<file path="config.mk">
export PLATFORM = sky130hd
export DESIGN_NAME = scan_tap_instruction_logic
export DESIGN_NICKNAME = d
export VERILOG_FILES = /design/src/rtl/scan_tap_instruction_logic.v
export VERILOG_INCLUDE_DIRS = /design/src /design/src/rtl
export SDC_FILE = /design/constraint.sdc
export NUM_CORES = 1
export LEC_CHECK = 0
export BUFFER_PORTS_ARGS = -buffer_cell sky130_fd_sc_hd__buf_2
export CAP_MARGIN = 10
export CORE_MARGIN = 1
export CORE_UTILIZATION = 40
export CTS_BUF_LIST = sky130_fd_sc_hd__clkbuf_4 sky130_fd_sc_hd__clkbuf_8
export DETAILED_ROUTE_END_ITERATION = 8
export GPL_TIMING_DRIVEN = 1
export PLACE_DENSITY_LB_ADDON = 0.2
export SYNTH_ARGS = -nofsm -noshare
export SYNTH_HDL_FRONTEND = slang
export SYNTH_SLANG_ARGS = --single-unit
</file>
<file path="constraint.sdc">
create_clock -name ref_clk_i -period 2.4 [get_ports ref_clk_i]
set_clock_uncertainty 0.2 [all_clocks]
set_input_delay 0.36 -clock ref_clk_i [delete_from_list [all_inputs] [get_ports ref_clk_i]]
set_output_delay 0.36 -clock ref_clk_i [all_outputs]
set_load 0.01 [all_outputs]
</file>
<file path="src/rtl/scan_tap_defines.vh">
/*
  constants for the scan tap instruction logic: instruction codes,
  controller states, chain lengths and reset values.
  assumes inclusion by bare name from rtl/.
*/
`ifndef SCAN_TAP_DEFINES_VH
`define SCAN_TAP_DEFINES_VH

`define IR_WIDTH        3
`define OP_EXTEST       3'h0
`define OP_IDCODE       3'h1
`define OP_SAMPLE_Z     3'h2
`define OP_SAMPLE_PRE   3'h4
`define OP_BYPASS       3'h7
`define IR_CAPTURE_LOW  2'h1
`define ID_WIDTH        32
`define BSR_WIDTH       108
`define OE_CELL         47
`define RESET_TMS_EDGES 3'h5

`define ST_RESET        4'h0
`define ST_IDLE         4'h1
`define ST_SEL_DR       4'h2
`define ST_CAP_DR       4'h3
`define ST_SHIFT_DR     4'h4
`define ST_EXIT1_DR     4'h5
`define ST_PAUSE_DR     4'h6
`define ST_EXIT2_DR     4'h7
`define ST_UPD_DR       4'h8
`define ST_SEL_IR       4'h9
`define ST_CAP_IR       4'hA
`define ST_SHIFT_IR     4'hB
`define ST_EXIT1_IR     4'hC
`define ST_PAUSE_IR     4'hD
`define ST_EXIT2_IR     4'hE
`define ST_UPD_IR       4'hF

`endif

</file>
<file path="src/rtl/scan_tap_instruction_logic.v">
/*
  test access port for a synchronous memory: sixteen-state controller,
  three-bit instruction register, id, bypass and boundary scan chains.
  assumes the scan clock, mode select and data in arrive asynchronously
  and are oversampled by ref_clk_i, which runs well above the 20 MHz limit.
*/
// How it works
// - three-bit instruction register, eight codes, three reserved and treated as bypass when loaded
// - shifted instruction becomes active only at update-instruction
// - identification instruction captures and shifts out a fixed 32-bit code
// - identification instruction loaded at power-up and in test-logic-reset
// - sample-with-float puts boundary register on the chain in data-shift
// - sample-with-float floats the read bus until next update-instruction or test-logic-reset
// - sample/preload captures all pins into boundary register at capture-data
// - after capture, boundary register shifts between serial in and out
// - preload moves shifted pattern to latched parallel cell outputs
// - one shift pass outputs captured data while taking in preload data
// - bypass instruction puts the single bypass bit on the chain
// - external test drives latched cells to pins and shifts boundary chain
// - boundary cell 47 latched value is the read bus enable in external test
// - in external test, enable high drives read bus, low floats it
// - enable cell value latched into preload stage at update-data
// - latched enable preset high at power-up and in test-logic-reset
// - state machine advances on each rising scan clock using mode select
// - inputs sampled on rising scan clock, serial output changes on falling
// - capture-instruction loads binary 01 into the two low bits
// - five rising edges with mode select high reset the test logic
// - bypass register is one bit, cleared when bypass captures
`timescale 1ns/10ps
`default_nettype none
`include "scan_tap_defines.vh"

module scan_tap_instruction_logic #(
  parameter [`ID_WIDTH-1:0] ID_CODE   = 32'h0000_0001, // arbitrary value
  parameter                 BSR_WIDTH = `BSR_WIDTH
) (
  // clock and reset
  input  wire                 ref_clk_i,
  input  wire                 sys_rst_i,
  // scan pins
  input  wire                 tck_i,
  input  wire                 tms_i,
  input  wire                 tdi_i,
  output reg                  tdo_o,
  output reg                  tdo_oe_o,
  // memory pin ring
  input  wire [BSR_WIDTH-1:0] pin_sample_i,
  output reg  [BSR_WIDTH-1:0] pin_drive_o,
  output reg                  pin_drive_en_o,
  output reg                  rdata_oe_o,
  // status
  output reg  [`IR_WIDTH-1:0] active_instr_o,
  output reg  [3:0]           tap_state_o
);

  // synchronisers
  reg  [2:0]           tck_sync_reg;
  reg  [2:0]           tms_sync_reg;
  reg  [2:0]           tdi_sync_reg;
  reg                  tck_level_reg;
  reg                  tms_level_reg;
  reg                  tdi_level_reg;
  // tap state
  reg  [3:0]           state_reg;
  reg  [3:0]           state_next;
  reg  [`IR_WIDTH-1:0] ir_shift_reg;
  reg  [`IR_WIDTH-1:0] ir_reg;
  reg  [`ID_WIDTH-1:0] id_shift_reg;
  reg                  bypass_reg;
  reg  [BSR_WIDTH-1:0] bsr_shift_reg;
  reg  [BSR_WIDTH-1:0] bsr_latch_reg;
  reg                  serial_reg;
  reg  [2:0]           tms_high_cnt_reg;
  wire                 rise;
  wire                 fall;
  wire                 use_bsr;

  // controller states
  localparam [3:0] S_RESET     = `ST_RESET;
  localparam [3:0] S_IDLE      = `ST_IDLE;
  localparam [3:0] S_SEL_DR    = `ST_SEL_DR;
  localparam [3:0] S_CAP_DR    = `ST_CAP_DR;
  localparam [3:0] S_SHIFT_DR  = `ST_SHIFT_DR;
  localparam [3:0] S_EXIT1_DR  = `ST_EXIT1_DR;
  localparam [3:0] S_PAUSE_DR  = `ST_PAUSE_DR;
  localparam [3:0] S_EXIT2_DR  = `ST_EXIT2_DR;
  localparam [3:0] S_UPD_DR    = `ST_UPD_DR;
  localparam [3:0] S_SEL_IR    = `ST_SEL_IR;
  localparam [3:0] S_CAP_IR    = `ST_CAP_IR;
  localparam [3:0] S_SHIFT_IR  = `ST_SHIFT_IR;
  localparam [3:0] S_EXIT1_IR  = `ST_EXIT1_IR;
  localparam [3:0] S_PAUSE_IR  = `ST_PAUSE_IR;
  localparam [3:0] S_EXIT2_IR  = `ST_EXIT2_IR;
  localparam [3:0] S_UPD_IR    = `ST_UPD_IR;

  function sel_bsr;
    input [`IR_WIDTH-1:0] op;
    begin
      sel_bsr = (op == `OP_EXTEST) || (op == `OP_SAMPLE_Z) || (op == `OP_SAMPLE_PRE);
    end
  endfunction

  // three-stage sampling, accept change once stages two and three agree
  always @(posedge ref_clk_i)
  begin
    if (sys_rst_i)
    begin
      tck_sync_reg  <= 3'h0;
      tms_sync_reg  <= 3'h7;
      tdi_sync_reg  <= 3'h7;
      tck_level_reg <= 1'b0;
      tms_level_reg <= 1'b1;
      tdi_level_reg <= 1'b1;
    end
    else
    begin
      tck_sync_reg <= {tck_sync_reg[1:0], tck_i};
      tms_sync_reg <= {tms_sync_reg[1:0], tms_i};
      tdi_sync_reg <= {tdi_sync_reg[1:0], tdi_i};
      if (tck_sync_reg[1] == tck_sync_reg[2])
        tck_level_reg <= tck_sync_reg[2];
      if (tms_sync_reg[1] == tms_sync_reg[2])
        tms_level_reg <= tms_sync_reg[2];
      if (tdi_sync_reg[1] == tdi_sync_reg[2])
        tdi_level_reg <= tdi_sync_reg[2];
    end
  end

  assign rise    = (tck_sync_reg[1] == tck_sync_reg[2]) && tck_sync_reg[2] && !tck_level_reg;
  assign fall    = (tck_sync_reg[1] == tck_sync_reg[2]) && !tck_sync_reg[2] && tck_level_reg;
  assign use_bsr = sel_bsr(ir_reg);

  // controller next state
  always @*
  begin
    case (state_reg)
      S_RESET:    state_next = tms_level_reg ? S_RESET    : S_IDLE;
      S_IDLE:     state_next = tms_level_reg ? S_SEL_DR   : S_IDLE;
      S_SEL_DR:   state_next = tms_level_reg ? S_SEL_IR   : S_CAP_DR;
      S_CAP_DR:   state_next = tms_level_reg ? S_EXIT1_DR : S_SHIFT_DR;
      S_SHIFT_DR: state_next = tms_level_reg ? S_EXIT1_DR : S_SHIFT_DR;
      S_EXIT1_DR: state_next = tms_level_reg ? S_UPD_DR   : S_PAUSE_DR;
      S_PAUSE_DR: state_next = tms_level_reg ? S_EXIT2_DR : S_PAUSE_DR;
      S_EXIT2_DR: state_next = tms_level_reg ? S_UPD_DR   : S_SHIFT_DR;
      S_UPD_DR:   state_next = tms_level_reg ? S_SEL_DR   : S_IDLE;
      S_SEL_IR:   state_next = tms_level_reg ? S_RESET    : S_CAP_IR;
      S_CAP_IR:   state_next = tms_level_reg ? S_EXIT1_IR : S_SHIFT_IR;
      S_SHIFT_IR: state_next = tms_level_reg ? S_EXIT1_IR : S_SHIFT_IR;
      S_EXIT1_IR: state_next = tms_level_reg ? S_UPD_IR   : S_PAUSE_IR;
      S_PAUSE_IR: state_next = tms_level_reg ? S_EXIT2_IR : S_PAUSE_IR;
      S_EXIT2_IR: state_next = tms_level_reg ? S_UPD_IR   : S_SHIFT_IR;
      S_UPD_IR:   state_next = tms_level_reg ? S_SEL_DR   : S_IDLE;
      default:    state_next = S_RESET;
    endcase
    if (tms_level_reg && (tms_high_cnt_reg == `RESET_TMS_EDGES - 3'h1))
      state_next = S_RESET;
  end

  // mode select high count, forces reset on the fifth rising edge
  always @(posedge ref_clk_i)
  begin
    if (sys_rst_i)
      tms_high_cnt_reg <= 3'h0;
    else if (rise)
    begin
      if (!tms_level_reg)
        tms_high_cnt_reg <= 3'h0;
      else if (tms_high_cnt_reg != `RESET_TMS_EDGES)
        tms_high_cnt_reg <= tms_high_cnt_reg + 3'h1;
    end
  end

  // rising scan clock: state, capture, shift, update
  always @(posedge ref_clk_i)
  begin
    if (sys_rst_i)
    begin
      state_reg     <= `ST_RESET;
      ir_shift_reg  <= `OP_IDCODE;
      ir_reg        <= `OP_IDCODE;
      id_shift_reg  <= {`ID_WIDTH{1'b0}};
      bypass_reg    <= 1'b0;
      bsr_shift_reg <= {BSR_WIDTH{1'b0}};
      bsr_latch_reg <= {BSR_WIDTH{1'b0}};
      bsr_latch_reg[`OE_CELL] <= 1'b1;
    end
    else if (rise)
    begin
      state_reg <= state_next;
      case (state_reg)
        `ST_CAP_IR:
          ir_shift_reg <= {ir_reg[`IR_WIDTH-1], `IR_CAPTURE_LOW};
        `ST_SHIFT_IR:
          ir_shift_reg <= {tdi_level_reg, ir_shift_reg[`IR_WIDTH-1:1]};
        `ST_UPD_IR:
          ir_reg <= ir_shift_reg;
        `ST_CAP_DR:
        begin
          id_shift_reg <= ID_CODE;
          bypass_reg   <= 1'b0;
          if (use_bsr)
            bsr_shift_reg <= pin_sample_i;
        end
        `ST_SHIFT_DR:
        begin
          if (ir_reg == `OP_IDCODE)
            id_shift_reg <= {tdi_level_reg, id_shift_reg[`ID_WIDTH-1:1]};
          else if (use_bsr)
            bsr_shift_reg <= {tdi_level_reg, bsr_shift_reg[BSR_WIDTH-1:1]};
          else
            bypass_reg <= tdi_level_reg;
        end
        `ST_UPD_DR:
          if (use_bsr)
            bsr_latch_reg <= bsr_shift_reg;
        default:
          ;
      endcase
      // entering or staying in test-logic-reset
      if (state_next == S_RESET)
      begin
        ir_reg <= `OP_IDCODE;
        bsr_latch_reg[`OE_CELL] <= 1'b1;
      end
    end
  end

  // chain output select
  always @*
  begin
    if (state_reg == `ST_SHIFT_IR)
      serial_reg = ir_shift_reg[0];
    else if (ir_reg == `OP_IDCODE)
      serial_reg = id_shift_reg[0];
    else if (use_bsr)
      serial_reg = bsr_shift_reg[0];
    else
      serial_reg = bypass_reg;
  end

  // falling scan clock drives serial output; pin outputs from flops
  always @(posedge ref_clk_i)
  begin
    if (sys_rst_i)
    begin
      tdo_o          <= 1'b0;
      tdo_oe_o       <= 1'b0;
      pin_drive_o    <= {BSR_WIDTH{1'b0}};
      pin_drive_en_o <= 1'b0;
      rdata_oe_o     <= 1'b1;
      active_instr_o <= `OP_IDCODE;
      tap_state_o    <= `ST_RESET;
    end
    else
    begin
      if (fall)
      begin
        tdo_o    <= serial_reg;
        tdo_oe_o <= (state_reg == `ST_SHIFT_IR) || (state_reg == `ST_SHIFT_DR);
      end
      pin_drive_o    <= bsr_latch_reg;
      pin_drive_en_o <= (ir_reg == `OP_EXTEST);
      if (ir_reg == `OP_SAMPLE_Z)
        rdata_oe_o <= 1'b0;
      else if (ir_reg == `OP_EXTEST)
        rdata_oe_o <= bsr_latch_reg[`OE_CELL];
      else
        rdata_oe_o <= 1'b1;
      active_instr_o <= ir_reg;
      tap_state_o    <= state_reg;
    end
  end

endmodule // scan_tap_instruction_logic
`default_nettype wire

</file>
=== Yosys cells after proc, flatten, opt, wreduce, memory -nomap -nowiden ===
Index checks and enable logic that the tools add are counted.

* Reductions and logical operators: 29
* $add $sub $neg: 1
* Divide/modulo/power cells: 0
* Shift operators: 0
* Order comparisons: 0
* $mul: 0
* Multiplexer cells: 36
* Bitwise operators: 0
* Equality and inequality tests: 29

{| class="wikitable"
|+ Operators with widths
! cell !! number
|-
| 108-bit two-way mux || 3
|-
| 108-bit case mux with 2 select lines || 1
|-
| 48-bit two-way mux || 2
|-
| 32-bit case mux with 2 select lines || 1
|-
| 4-bit case mux with 12 select lines || 1
|-
| 4-bit equality test (second input constant) || 8
|-
| 32-bit two-way mux || 1
|-
| 4-bit two-way mux || 5
|-
| 3-bit two-way mux || 6
|-
| 4-bit by 3-bit equality test with 1-bit output (second input constant) || 4
|-
| 1-bit two-way mux || 11
|-
| 2-bit != test (second input constant) || 5
|-
| 2-bit nonzero test || 5
|-
| 3-bit AND reduction || 3
|-
| 4-bit by 2-bit equality test with 1-bit output (second input constant) || 2
|-
| 4-bit zero test || 2
|-
| 3-bit equality test (second input constant) || 2
|-
| 2-bit two-way mux || 3
|-
| 3-bit case mux with 2 select lines || 1
|-
| 2-bit AND reduction || 3
|-
| 1-bit logical AND || 5
|-
| 5-bit AND reduction || 1
|-
| 4-bit by 1-bit equality test with 1-bit output (second input constant) || 1
|-
| 4-bit AND reduction || 1
|-
| 12 further kinds || 18
|}

* Memories: 0
* Output and inout port bits: 119
* Bits in writable memories: 0
* Memory bits (read-only): 0
* Logic and storage cells: 117
* Register bits: 393
* Latch bits: 0

=== Logic depth before layout (Yosys ltp) ===
Gate-level depths: netlist of the first run.

* Depth in word-level cells: 7
* Gate-level depth with buffers: 9
* Mapped depth without buffers: 6

=== Least setup slack after synthesis of the first run ===
Ideal clock, no wire load.

* Path type: flip-flop to flip-flop
* Start point: register tck_sync_reg[2]
* End point: register bsr_shift_reg[53]
* Slack: -0.017 ns
* Stages on the path, launching flop included: 9
* Data arrival time: 2.126 ns
* Path buffers: 3
* Library setup time: 0.091 ns
* Period minus slack after synthesis: 2.417 ns
* Cell sequence: dfxtp_1 -> ha_1 -> or3b_1 -> clkbuf_1 -> a2111oi_4 -> buf_2 -> buf_2 -> nor2_1 -> a311oi_1

* Cells in the longest elaborated chain, start to end: 4

{| class="wikitable"
|+ RTL lines
! item !! line !! RTL
|-
| start, declared || scan_tap_instruction_logic.v:57 || <nowiki>reg [2:0] tck_sync_reg;</nowiki>
|-
| start signal, assigned || scan_tap_instruction_logic.v:117 || <nowiki>tck_sync_reg <= {tck_sync_reg[1:0], tck_i};</nowiki>
|-
| 1-bit equality test || scan_tap_instruction_logic.v:129 || <nowiki>assign rise = (tck_sync_reg[1] == tck_sync_reg[2]) && tck_sync_reg[2] && !tck_level_reg;</nowiki>
|-
| 1-bit logical AND (*) (2 in a row) || scan_tap_instruction_logic.v:129 ||
|-
| 5-bit AND reduction (no line) (*) || -- ||
|-
| end signal, assigned || scan_tap_instruction_logic.v:183 || <nowiki>bsr_shift_reg <= {BSR_WIDTH{1'b0}};</nowiki>
|-
| end signal, assigned || scan_tap_instruction_logic.v:202 || <nowiki>bsr_shift_reg <= pin_sample_i;</nowiki>
|-
| end signal, assigned || scan_tap_instruction_logic.v:209 || <nowiki>bsr_shift_reg <= {tdi_level_reg, bsr_shift_reg[BSR_WIDTH-1:1]};</nowiki>
|-
| end, declared || scan_tap_instruction_logic.v:70 || <nowiki>reg [BSR_WIDTH-1:0] bsr_shift_reg;</nowiki>
|}

Mark *: on every way between the ends. The rest lies on a longest branch, timed or not.
A chain may end at the register's enable or synchronous reset.

=== Worst setup path after layout of the first run ===
* Start point: register tck_sync_reg[1]
* End point: register bsr_shift_reg[9]

* Cells in the longest elaborated chain, start to end: 4

{| class="wikitable"
|+ RTL lines
! item !! line
|-
| 1-bit equality test || scan_tap_instruction_logic.v:129
|-
| 1-bit logical AND (2 in a row) || scan_tap_instruction_logic.v:129
|-
| 5-bit AND reduction (no line) || --
|}

Every way passes these cells.

==> results of run 1 <==
==> worst register-to-register path: cells and delay by family, from the launching register on <==
family,cells,cell delay (ns)
fa+ha+maj,1,0.20
compound gates,2,0.44
buf+inv,3,0.56
flops,1,0.34
simple gates,2,0.46
==> metrics by stage <==
stage	hold slack, ns	cell area, µm²	setup WS, ns
detailed placement	0.204	15700	0.000294
global placement	0.194	15700	0.0811
CTS	0.220	18300	0.0132
floorplan	0.189	14100	0.00880
finish	0.216	18600	0.106
global route	0.228	18600	-0.0244
==> synth_stat cells (2+ instances only) <==
cell type | n | area, µm²
nand2_1 | 472 | 1770
dfxtp_1 | 393 | 7870
nor2_1 | 131 | 492
a21oi_1 | 128 | 641
clkbuf_1 | 124 | 465
nor2b_1 | 113 | 707
a311oi_1 | 109 | 955
o21ai_0 | 42 | 210
or4_1 | 29 | 218
buf_2 | 11 | 55.1
inv_1 | 8 | 30.0
nor3_1 | 8 | 40.0
or2_2 | 7 | 43.8
ha_1 | 5 | 62.6
a31oi_1 | 4 | 25.0
and3_1 | 4 | 25.0
buf_1 | 4 | 15.0
nand2b_1 | 4 | 25.0
mux2i_1 | 3 | 30.0
o41ai_1 | 3 | 26.3
a211o_1 | 2 | 17.5
a21o_1 | 2 | 15.0
a221oi_1 | 2 | 17.5
and2_1 | 2 | 12.5
nand3_1 | 2 | 10.0
nand3b_1 | 2 | 15.0
nor3b_1 | 2 | 15.0
nor4_1 | 2 | 12.5
o211ai_1 | 2 | 15.0
o21a_1 | 2 | 15.0
or3b_1 | 2 | 17.5
or3b_2 | 2 | 17.5
==> cell type report <==
type	count	area [µm²]
clock buffers	103	1290
clock inverters	11	149
inverters	9	33.8
fillers	3230	16000
flip-flops and latches	393	7870
well taps	455	569
multi-input cells	1104	5670
repair buffers	396	3010
==> report_power, final <==
part	switching (mW)	internal, mW
Sequential	0.00419	6.53
Clock	2.65	3.73
Combinational	0.213	0.224
Total	2.86	10.5
==> cells by family (layout without fill, tap and decap cells) <==
logic type | Yosys count | count (layout) | share of synthesized area (%)
simple gates | 788 | 789 | 24.7
flops | 393 | 393 | 56.0
compound gates | 306 | 306 | 14.5
buf+inv | 148 | 519 | 4.05
fa+ha+maj | 5 | 5 | 0.445
mux | 3 | 3 | 0.214
xor+xnor | 1 | 1 | 0.0623
==> metal layers <==
metal | vias up | share of wire [%] | global-route usage (%)
met3 | 72 | 5.4 | 4.21
met5 | - | 0.036 | 0
met2 | 328 | 46 | 30.1
met1 | 5674 | 46 | 25.0
met4 | 2 | 2.2 | 7.94
li1 | 6190 | - | -
==> path summary, 6_finish.rpt <==
kind / from / to / cells past startpoint
max: tck_sync_reg[1]$_SDFF_PP0_ / bsr_shift_reg[9]$_SDFFE_PP0P_ / 8
min: tdi_sync_reg[0]$_SDFF_PP1_ / tdi_sync_reg[1]$_SDFF_PP1_ / 1
max reg2reg: tck_sync_reg[1]$_SDFF_PP0_ / bsr_shift_reg[9]$_SDFFE_PP0P_ / 8
min reg2reg: tdi_sync_reg[0]$_SDFF_PP1_ / tdi_sync_reg[1]$_SDFF_PP1_ / 1
==> placed cells by master (no fill, tap or decap), types with 3 or more instances in the layout <==
master and instances:
or4_1 29, a311oi_1 109, and3_1 3, buf_4 29, clkbuf_4 21, nor2_1 130
buf_16 3, o41ai_1 3, bufinv_16 3, nand2b_1 4, inv_1 8, clkinvlp_4 5
or2_2 7, o21ai_0 42, clkbuf_8 82, nor3_1 8, ha_1 4, dfxtp_1 392
clkbuf_16 6, buf_2 230, buf_12 11, buf_6 3, mux2i_1 3, a31oi_1 4
nor2b_1 113, a21oi_1 128, nand2_1 472, dlygate4sd3_1 112
==> repair_timing <==
item,in CTS,in global routing
buffers inserted,0,8
cloned,0,7
hold buffers,112,0
pin swaps,0,8
resized for setup,1,15
endpoints found under the hold margin,121,0
endpoints found under the setup margin,1,102
==> metrics.txt, run 1 <==
Lkg Pwr=slightly above 7 nW; Initial Util=between 40% and 50%; Clock Sink Count=about 390; NumNets Final=~2.1k; r2r setup slk=about 0.11 ns; fin util=between 50% and 60%; clk slew on worst S/H paths=about 0.06 ns; mapped cell area=about 0.014 mm²; die height=between 150 and 200 µm; initial antenna violation count=1; Hold Fails Final Rpt=0; Hold Path Class=register to register; P&R area growth vs syn=32.2%; RSZ-0062 raised after global routing=yes; CTS tree=yes; asr flop ratio synth=0%; YS warnings=0; First-pass DRT Iterations=5; vias per std cell=4.96; Max Buffers Root-to-Sink=3; Root Buffer Master=clkbuf_8; Primary FF master, synth=dfxtp_1; Core Region=0.0345 mm²; min Tclk post-route=2.29 ns; Crit path max-delay family=buffers and inverters; EDFF count, synth=0; WL final=35900 µm; max-cap viol count=0; Design Power=around 13 mW; initial drt markers=approximately 560; CP Data Arrival Time=about 2.6 ns; Total Routing Usage GR=about a fifth; total die area=between 0.03 and 0.04 mm²; vias in the first global route=about 11k; post-synthesis sequential area ratio=56.0%; fmax=436 MHz; Critical Path RT=2.70 ns; Net Count, Synth=~1.8k; row count=~70; total I/O pin count=232; synthesized instance count=1644; crit end category=register; layout cell share with drive strength beyond 1=between 20% and 30%; final setup violating endpoints=0; Synth Register Bits=around 390; max-slew violation count=0; worst vdd ir=approximately 0.00059 V; Post-Layout Cell Count=~2.5k; largest net degree at the start of global routing=around 180; period utilization=roughly 96%; CP max stage delay=~0.40 ns; Die W=189 µm; Final TNS setup=0 ns; critical path start-end classification=register to register; CTS Buf Count=67; status=finished clean; worst path cell trace=ha_2, or3b_4, a2111oi_4, buf_4, buf_12, buf_16, nor2_1, a311oi_1; Cell variety after synth=50; worst-skew pair later-pin latency=0.61 ns; ANT cells=0; global route overflow=0; remaining antenna violation count=0; drc violations=0; relative max-transition margin=43.6%; hpwl dp=20900 µm; crit path buf inv count=3; RePlAce Congestion=a little under 0.8; H-Tree Depth=3; vias post-DR=12.3k; port bufs=approximately 230; crit start category=register; Mapped Avg Cell Area=about 8.5 µm²; routed length per placed instance=roughly 15 µm; Placed Instances=about 2.2k; crit path max fanout=18; first-pass GRT wire length=~56000 µm; pwr dens=719 mW/mm²; worst slew pin tran=around 0.85 ns; slowest CP cell=or3b_4
(Power assumes the default switching activity.)
==> run 2: changes to the inputs <==
--- a/config.mk
+++ b/config.mk
@@ -10,7 +10,7 @@
 export CAP_MARGIN = 10
 export CORE_MARGIN = 1
 export CORE_UTILIZATION = 40
-export CTS_BUF_LIST = sky130_fd_sc_hd__clkbuf_4 sky130_fd_sc_hd__clkbuf_8
+export CTS_BUF_LIST = sky130_fd_sc_hd__clkbuf_16
 export DETAILED_ROUTE_END_ITERATION = 8
 export GPL_TIMING_DRIVEN = 1
 export PLACE_DENSITY_LB_ADDON = 0.2
==> metrics.txt, run 2 (same netlist as run 1, synthesis figures left out) <==
Hold Path Class=register to register; final worst setup slack=0.0215 ns (-0.0849 ns); crit path max fanout=8 (-10); layout cell share with drive strength beyond 1=18.6% (-2.1 points); # fillers=3180 (-1.5%); worst reg2reg path depth=8 (unchanged); Total Routing Usage GR=18.9% (-0.11 points); worst path cell trace=ha_4, or3b_4, a2111oi_4, buf_6, buf_12, clkbuf_16, nor2_1, a311oi_1; WL final=36500 µm (+1.7%); port bufs=231 (unchanged); crit end category=register; most frequent cells in the layout=nand2_1 (472), dfxtp_1 (391), buf_2 (230); P_int=10.3 mW (-1.4%); Seq pwr share=49.5% (+0.5 points); vias per std cell=5.01 (+0.87%); commonest non-fill, non-tap cell in the layout=nand2_1; vias in the first global route=11.0k (-1.4%); global route overflow=0 (unchanged); max-slew violation count=0 (unchanged); largest net degree at the start of global routing=183 (unchanged); Clk pwr share=47.2% (-0.6 points); slowest CP cell=or3b_4; Lkg Pwr=7.25 nW (+0.58%); ANT cells=0 (unchanged); hpwl dp=20900 µm (unchanged); sw power=2.87 mW (+0.24%); worst-skew pair later-pin latency=0.56 ns (-0.05 ns); critical path start-end classification=register to register; clk slew on worst S/H paths=0.06 ns (about the same); fmax=420 MHz (-3.6%); relative max-transition margin=44.6% (+1.0 points); hold depth=1 (unchanged); Comb pwr share=3.3% (about the same); Crit path max-delay family=compound AO/OA/AOI/OAI gates; CTS Buf Count=42 (-37%); reg2reg start=tck_sync_reg[2]$_SDFF_PP0_; crit path buf inv count=3 (unchanged); Hold Fails Final Rpt=0 (unchanged); drc violations=0 (unchanged); final setup violating endpoints=0 (unchanged); worst vdd ir=0.000484 V (-18%); die height=189 µm (unchanged); min Tclk post-route=2.38 ns (+0.0849 ns); vias post-DR=12.2k (-0.19%); Critical Path RT=2.64 ns (-0.06 ns); routed length per placed instance=14.9 µm (+2.7%); total die area=0.0359 mm² (unchanged); initial antenna violation count=1 (unchanged); total I/O pin count=232 (unchanged); Clock Sink Count=393 (unchanged); status=finished clean; Max Buffers Root-to-Sink=3 (unchanged); max-cap viol count=0 (unchanged); r2r endpoint=bsr_shift_reg[24]$_SDFFE_PP0P_; CP max stage delay=0.39 ns (about the same); RePlAce Congestion=0.771 (unchanged); initial drt markers=612 (+9.5%); pwr dens=708 mW/mm² (-1.4%); WHS Endpoint=tms_sync_reg[1]$_SDFF_PP1_; crit start category=register; H-Tree Depth=2 (-1); remaining antenna violation count=0 (unchanged); first-pass GRT wire length=56000 µm (+0.19%); DP Worst Slack=0.000294 ns (unchanged); P&R area growth vs syn=32.7%; worst slew pin tran=0.831 ns (-0.0155 ns); RSZ-0062 raised after global routing=yes; r2r setup slk=0.02 ns (-0.08 ns); Final TNS setup=0 ns (unchanged); Initial Util=40.7% (unchanged); hold slack final=0.217 ns (+0.000190 ns); row count=68 (unchanged); CTS tree=yes; First-pass DRT Iterations=5 (unchanged); Design Power=13.2 mW (-1.0%); Die W=189 µm (unchanged); NumNets Final=2074 (-0.72%); period utilization=99.1% (+3.5 points); CP Data Arrival Time=2.62 ns (+0.02 ns); hold path startpoint=tms_sync_reg[0]$_SDFF_PP1_; switching share of power=21.7% (+0.28 points); Core Region=0.0345 mm² (unchanged); Root Buffer Master=clkbuf_16
run 2: changes by cell type in the layout (fill, tap and decap cells not counted), sizes merged:
cell	previous run	this run
clkinvlp	5	1
bufbuf	0	1
clkbuf	109	53
clkinv	3	20
inv	9	20
buf	278	283
run 2: routing by layer:
layer / track usage, % / routed length, µm / vias to the layer above
met5: 0 / 12 / -
met3: 3.80 / 2030 / 57
li1: - / - / 6152
met1: 25.3 / 16900 / 5711
met4: 5.89 / 681 / 2
met2: 30.5 / 16800 / 321
run 2: stage by stage:
stage / cells / area [µm²] / util, %
6_report: 2445 / 18700 / 54.0
3_5_place_dp: 2230 / 15700 / 45.5
5_1_grt: 2445 / 18700 / 54.0
3_3_place_gp: 2230 / 15700 / 45.5
2_1_floorplan: 1644 / 14100 / -
4_1_cts: 2422 / 18200 / 52.7
run 2: what timing repair did:
action	in CTS	in global routing
resized for setup	1	18
pin swaps	1	28
gates cloned	1	14
endpoints found under the setup margin	7	94
hold buffers	112	0
endpoints found under the hold margin	120	0
buffers inserted	1	9
run 2: area by class of cell:
cell class                      instances  area, µm²  area share (%)
Sequential cell                       393       7870            42.2
Tap cell                              455        569            3.05
Timing Repair Buffer                  406       3180            17.1
Clock buffer                           43       1080            5.77
Inverter                                9       33.8           0.181
Clock inverter                         35        249            1.33
Multi-Input combinational cell       1104       5670            30.4
run 2: worst reg2reg max path, delay by kind of cell (launching register included):
| family | cells | cell delay, ns |
|---|---|---|
| AO/OA/AOI/OAI | 2 | 0.57 |
| adder cells (fa/ha/maj) | 1 | 0.15 |
| buffers and inverters | 3 | 0.54 |
| flip-flops | 1 | 0.36 |
| AND/OR/NAND/NOR | 2 | 0.43 |
run 2: power groups by stage:
| stage | Sequential [mW] | Clock, mW | Combinational [mW] |
|---|---|---|---|
| floorplan | 6.68 | 0 | 0.139 |
| global placement | 6.68 | 0 | 0.296 |
| detailed placement | 6.68 | 0 | 0.294 |
| CTS | 6.53 | 6.41 | 0.437 |
| global route | 6.53 | 6.69 | 0.475 |
| finish | 6.54 | 6.24 | 0.437 |
run 2: how the worst max path moves through the flow:
| stage | from | endpoint | slack [ns] | cells after the start |
|---|---|---|---|---|
| global route | tck_sync_reg[2]$_SDFF_PP0_ | bsr_shift_reg[5]$_SDFFE_PP0P_ | -0.04 | 8 |
| detailed placement | tck_sync_reg[2]$_SDFF_PP0_ | bsr_shift_reg[35]$_SDFFE_PP0P_ | 0.0003 | 7 |
| CTS | tck_sync_reg[2]$_SDFF_PP0_ | bsr_shift_reg[35]$_SDFFE_PP0P_ | 0.07 | 7 |
| finish | tck_sync_reg[2]$_SDFF_PP0_ | bsr_shift_reg[24]$_SDFFE_PP0P_ | 0.02 | 8 |
| global placement | state_reg[2]$_SDFFE_PP0P_ | bsr_shift_reg[65]$_SDFFE_PP0P_ | 0.08 | 5 |
| floorplan | tck_sync_reg[2]$_SDFF_PP0_ | bsr_shift_reg[0]$_SDFFE_PP0P_ | 0.009 | 7 |
==> run 3: changes to the inputs <==
--- a/config.mk
+++ b/config.mk
@@ -13,7 +13,7 @@
 export CTS_BUF_LIST = sky130_fd_sc_hd__clkbuf_16
 export DETAILED_ROUTE_END_ITERATION = 8
 export GPL_TIMING_DRIVEN = 1
-export PLACE_DENSITY_LB_ADDON = 0.2
+export PLACE_DENSITY_LB_ADDON = 0.1
 export SYNTH_ARGS = -nofsm -noshare
 export SYNTH_HDL_FRONTEND = slang
 export SYNTH_SLANG_ARGS = --single-unit
==> constraint.sdc (replaced) <==
create_clock -name ref_clk_i -period 3.01 [get_ports ref_clk_i]
set_clock_uncertainty 0.2 [all_clocks]
set_input_delay 0.4515 -clock ref_clk_i [delete_from_list [all_inputs] [get_ports ref_clk_i]]
set_output_delay 0.4515 -clock ref_clk_i [all_outputs]
set_load 0.01 [all_outputs]
==> metrics.txt, run 3 (same netlist as run 1, synthesis figures left out) <==
status=finished clean; vias per std cell=4.92 (-1.7%); min Tclk post-route=2.57 ns (+0.191 ns); DP Worst Slack=0.464 ns (+0.464 ns); remaining antenna violation count=0 (unchanged); DP Area=0.0157 mm² (-0.17%); hold slack final=0.0112 ns (-0.205 ns); Finished Cell Area=0.0176 mm² (-5.6%); ANT cells=0 (unchanged); max-slew violation count=0 (unchanged); final worst setup slack=0.440 ns (+0.419 ns); Final TNS setup=0 ns (unchanged); post-CTS sizing=0 (-1); worst vdd ir=0.000487 V (+0.62%); most frequent cells in the layout=nand2_1 (472), dfxtp_1 (393), buf_2 (230); # fillers=3346 (+5.2%); routed length per placed instance=14.3 µm (-4.1%); Hold Fails Final Rpt=0 (unchanged); Max Buffers Root-to-Sink=3 (unchanged); worst-skew pair later-pin latency=0.52 ns (-0.04 ns); first-pass GRT wire length=55000 µm (-1.7%); Setup Buffers After CTS=0 (-1); First-pass DRT Iterations=5 (unchanged); final setup violating endpoints=0 (unchanged); commonest non-fill, non-tap cell in the layout=nand2_1; crit end category=register; largest net degree at the start of global routing=146 (-20%); CP Data Arrival Time=2.79 ns (+0.17 ns); pwr dens=570 mW/mm² (-20%); port bufs=231 (unchanged); Die W=189 µm (unchanged); critical path start-end classification=register to register; Hold Path Class=input pin to register; initial antenna violation count=0 (-1); global route overflow=0 (unchanged); crit start category=register; vias in the first global route=10.8k (-2.0%); row count=68 (unchanged); period utilization=85.4% (-14 points); P&R area growth vs syn=25.3%; fmax=389 MHz (-7.4%); Clock Sink Count=393 (unchanged); WL final=33900 µm (-7.2%); Design Power=10.0 mW (-24%); Lkg Pwr=6.78 nW (-6.5%); vias post-DR=11.7k (-4.8%); Initial Util=40.7% (unchanged); hpwl dp=20800 µm (-0.18%); hold_buf cts=71 (-37%); clk slew on worst S/H paths=0.06 ns (about the same); Root Buffer Master=clkbuf_16; die height=189 µm (unchanged); worst slew pin tran=0.859 ns (+0.0279 ns); max-cap viol count=0 (unchanged); drc violations=0 (unchanged); Core Region=0.0345 mm² (unchanged); relative max-transition margin=42.7% (-1.9 points); total I/O pin count=232 (unchanged); initial drt markers=664 (+8.5%); total die area=0.0359 mm² (unchanged); layout cell share with drive strength beyond 1=17.0% (-1.6 points); Critical Path RT=3.23 ns (+0.59 ns); RePlAce Congestion=0.734 (-4.8%); Total Routing Usage GR=18.6% (-0.32 points); crit path max fanout=41 (+33); H-Tree Depth=2 (unchanged); NumNets Final=2002 (-3.5%); CTS Buf Count=42 (unchanged); RSZ-0062 raised after global routing=no; CTS tree=yes
## run 3: cell count changes in the layout (fill, tap and decap cells not counted), sizes merged, moves of 3 or more
| cell | change |
|---|---|
| inv | +5 |
| dlygate4sd3 | -40 |
| clkinv | -9 |
| bufinv | -3 |
| clkbuf | -10 |
| buf | -20 |
## run 3: stage by stage
stage | instances | util, %
after CTS | 2365 | 51.0
after floorplan | 1644 | -
final | 2366 | 51.0
after global routing | 2366 | 51.0
after detailed placement | 2223 | 45.4
after global placement | 2223 | 45.4
## run 3: per-layer routing
layer  vias to the layer above  GRT usage [%]  wire (µm)
met5                         -              0          0
met4                         0           4.84        610
met3                        51           3.11       1580
met2                       263           29.9      15500
met1                      5332           25.7      16100
li1                       6005              -          -
## run 3: worst max-delay path, cell delays in order, from the launching register on
cell	delay (ns)
dfxtp_1	0.35
ha_1	0.22
or3b_1	0.42
a2111oi_4	0.45
buf_12	0.26
buf_12	0.22
nor2_1	0.06
a311oi_1	0.26
## run 3: final cells by class
cell class | instances | area (µm²) | share of cell area, %
clock buffer | 43 | 1080 | 6.11
clock inverter | 28 | 116 | 0.661
inverter | 9 | 33.8 | 0.192
multi-input combinational | 1103 | 5650 | 32.1
sequential | 393 | 7870 | 44.7
tap | 455 | 569 | 3.23
timing repair buffer | 335 | 2300 | 13.1
## run 3: path summary, 6_finish.rpt
| check | start | slack [ns] | cells past startpoint | to |
|---|---|---|---|---|
| max | tck_sync_reg[2]$_SDFF_PP0_ | 0.44 | 7 | bsr_shift_reg[8]$_SDFFE_PP0P_ |
| min | pin_sample_i[17] | 0.01 | 3 | bsr_shift_reg[17]$_SDFFE_PP0P_ |
| max reg2reg | tck_sync_reg[2]$_SDFF_PP0_ | 0.44 | 7 | bsr_shift_reg[8]$_SDFFE_PP0P_ |
| min reg2reg | tdi_sync_reg[0]$_SDFF_PP1_ | 0.21 | 1 | tdi_sync_reg[1]$_SDFF_PP1_ |
## run 3: power breakdown
part / total, mW / switching (mW) / leakage, nW / internal (mW)
combinational: 0.304 / 0.161 / 2.98 / 0.143
sequential: 5.21 / 0.00379 / 3.17 / 5.21
clock: 4.51 / 1.96 / 0.640 / 2.56
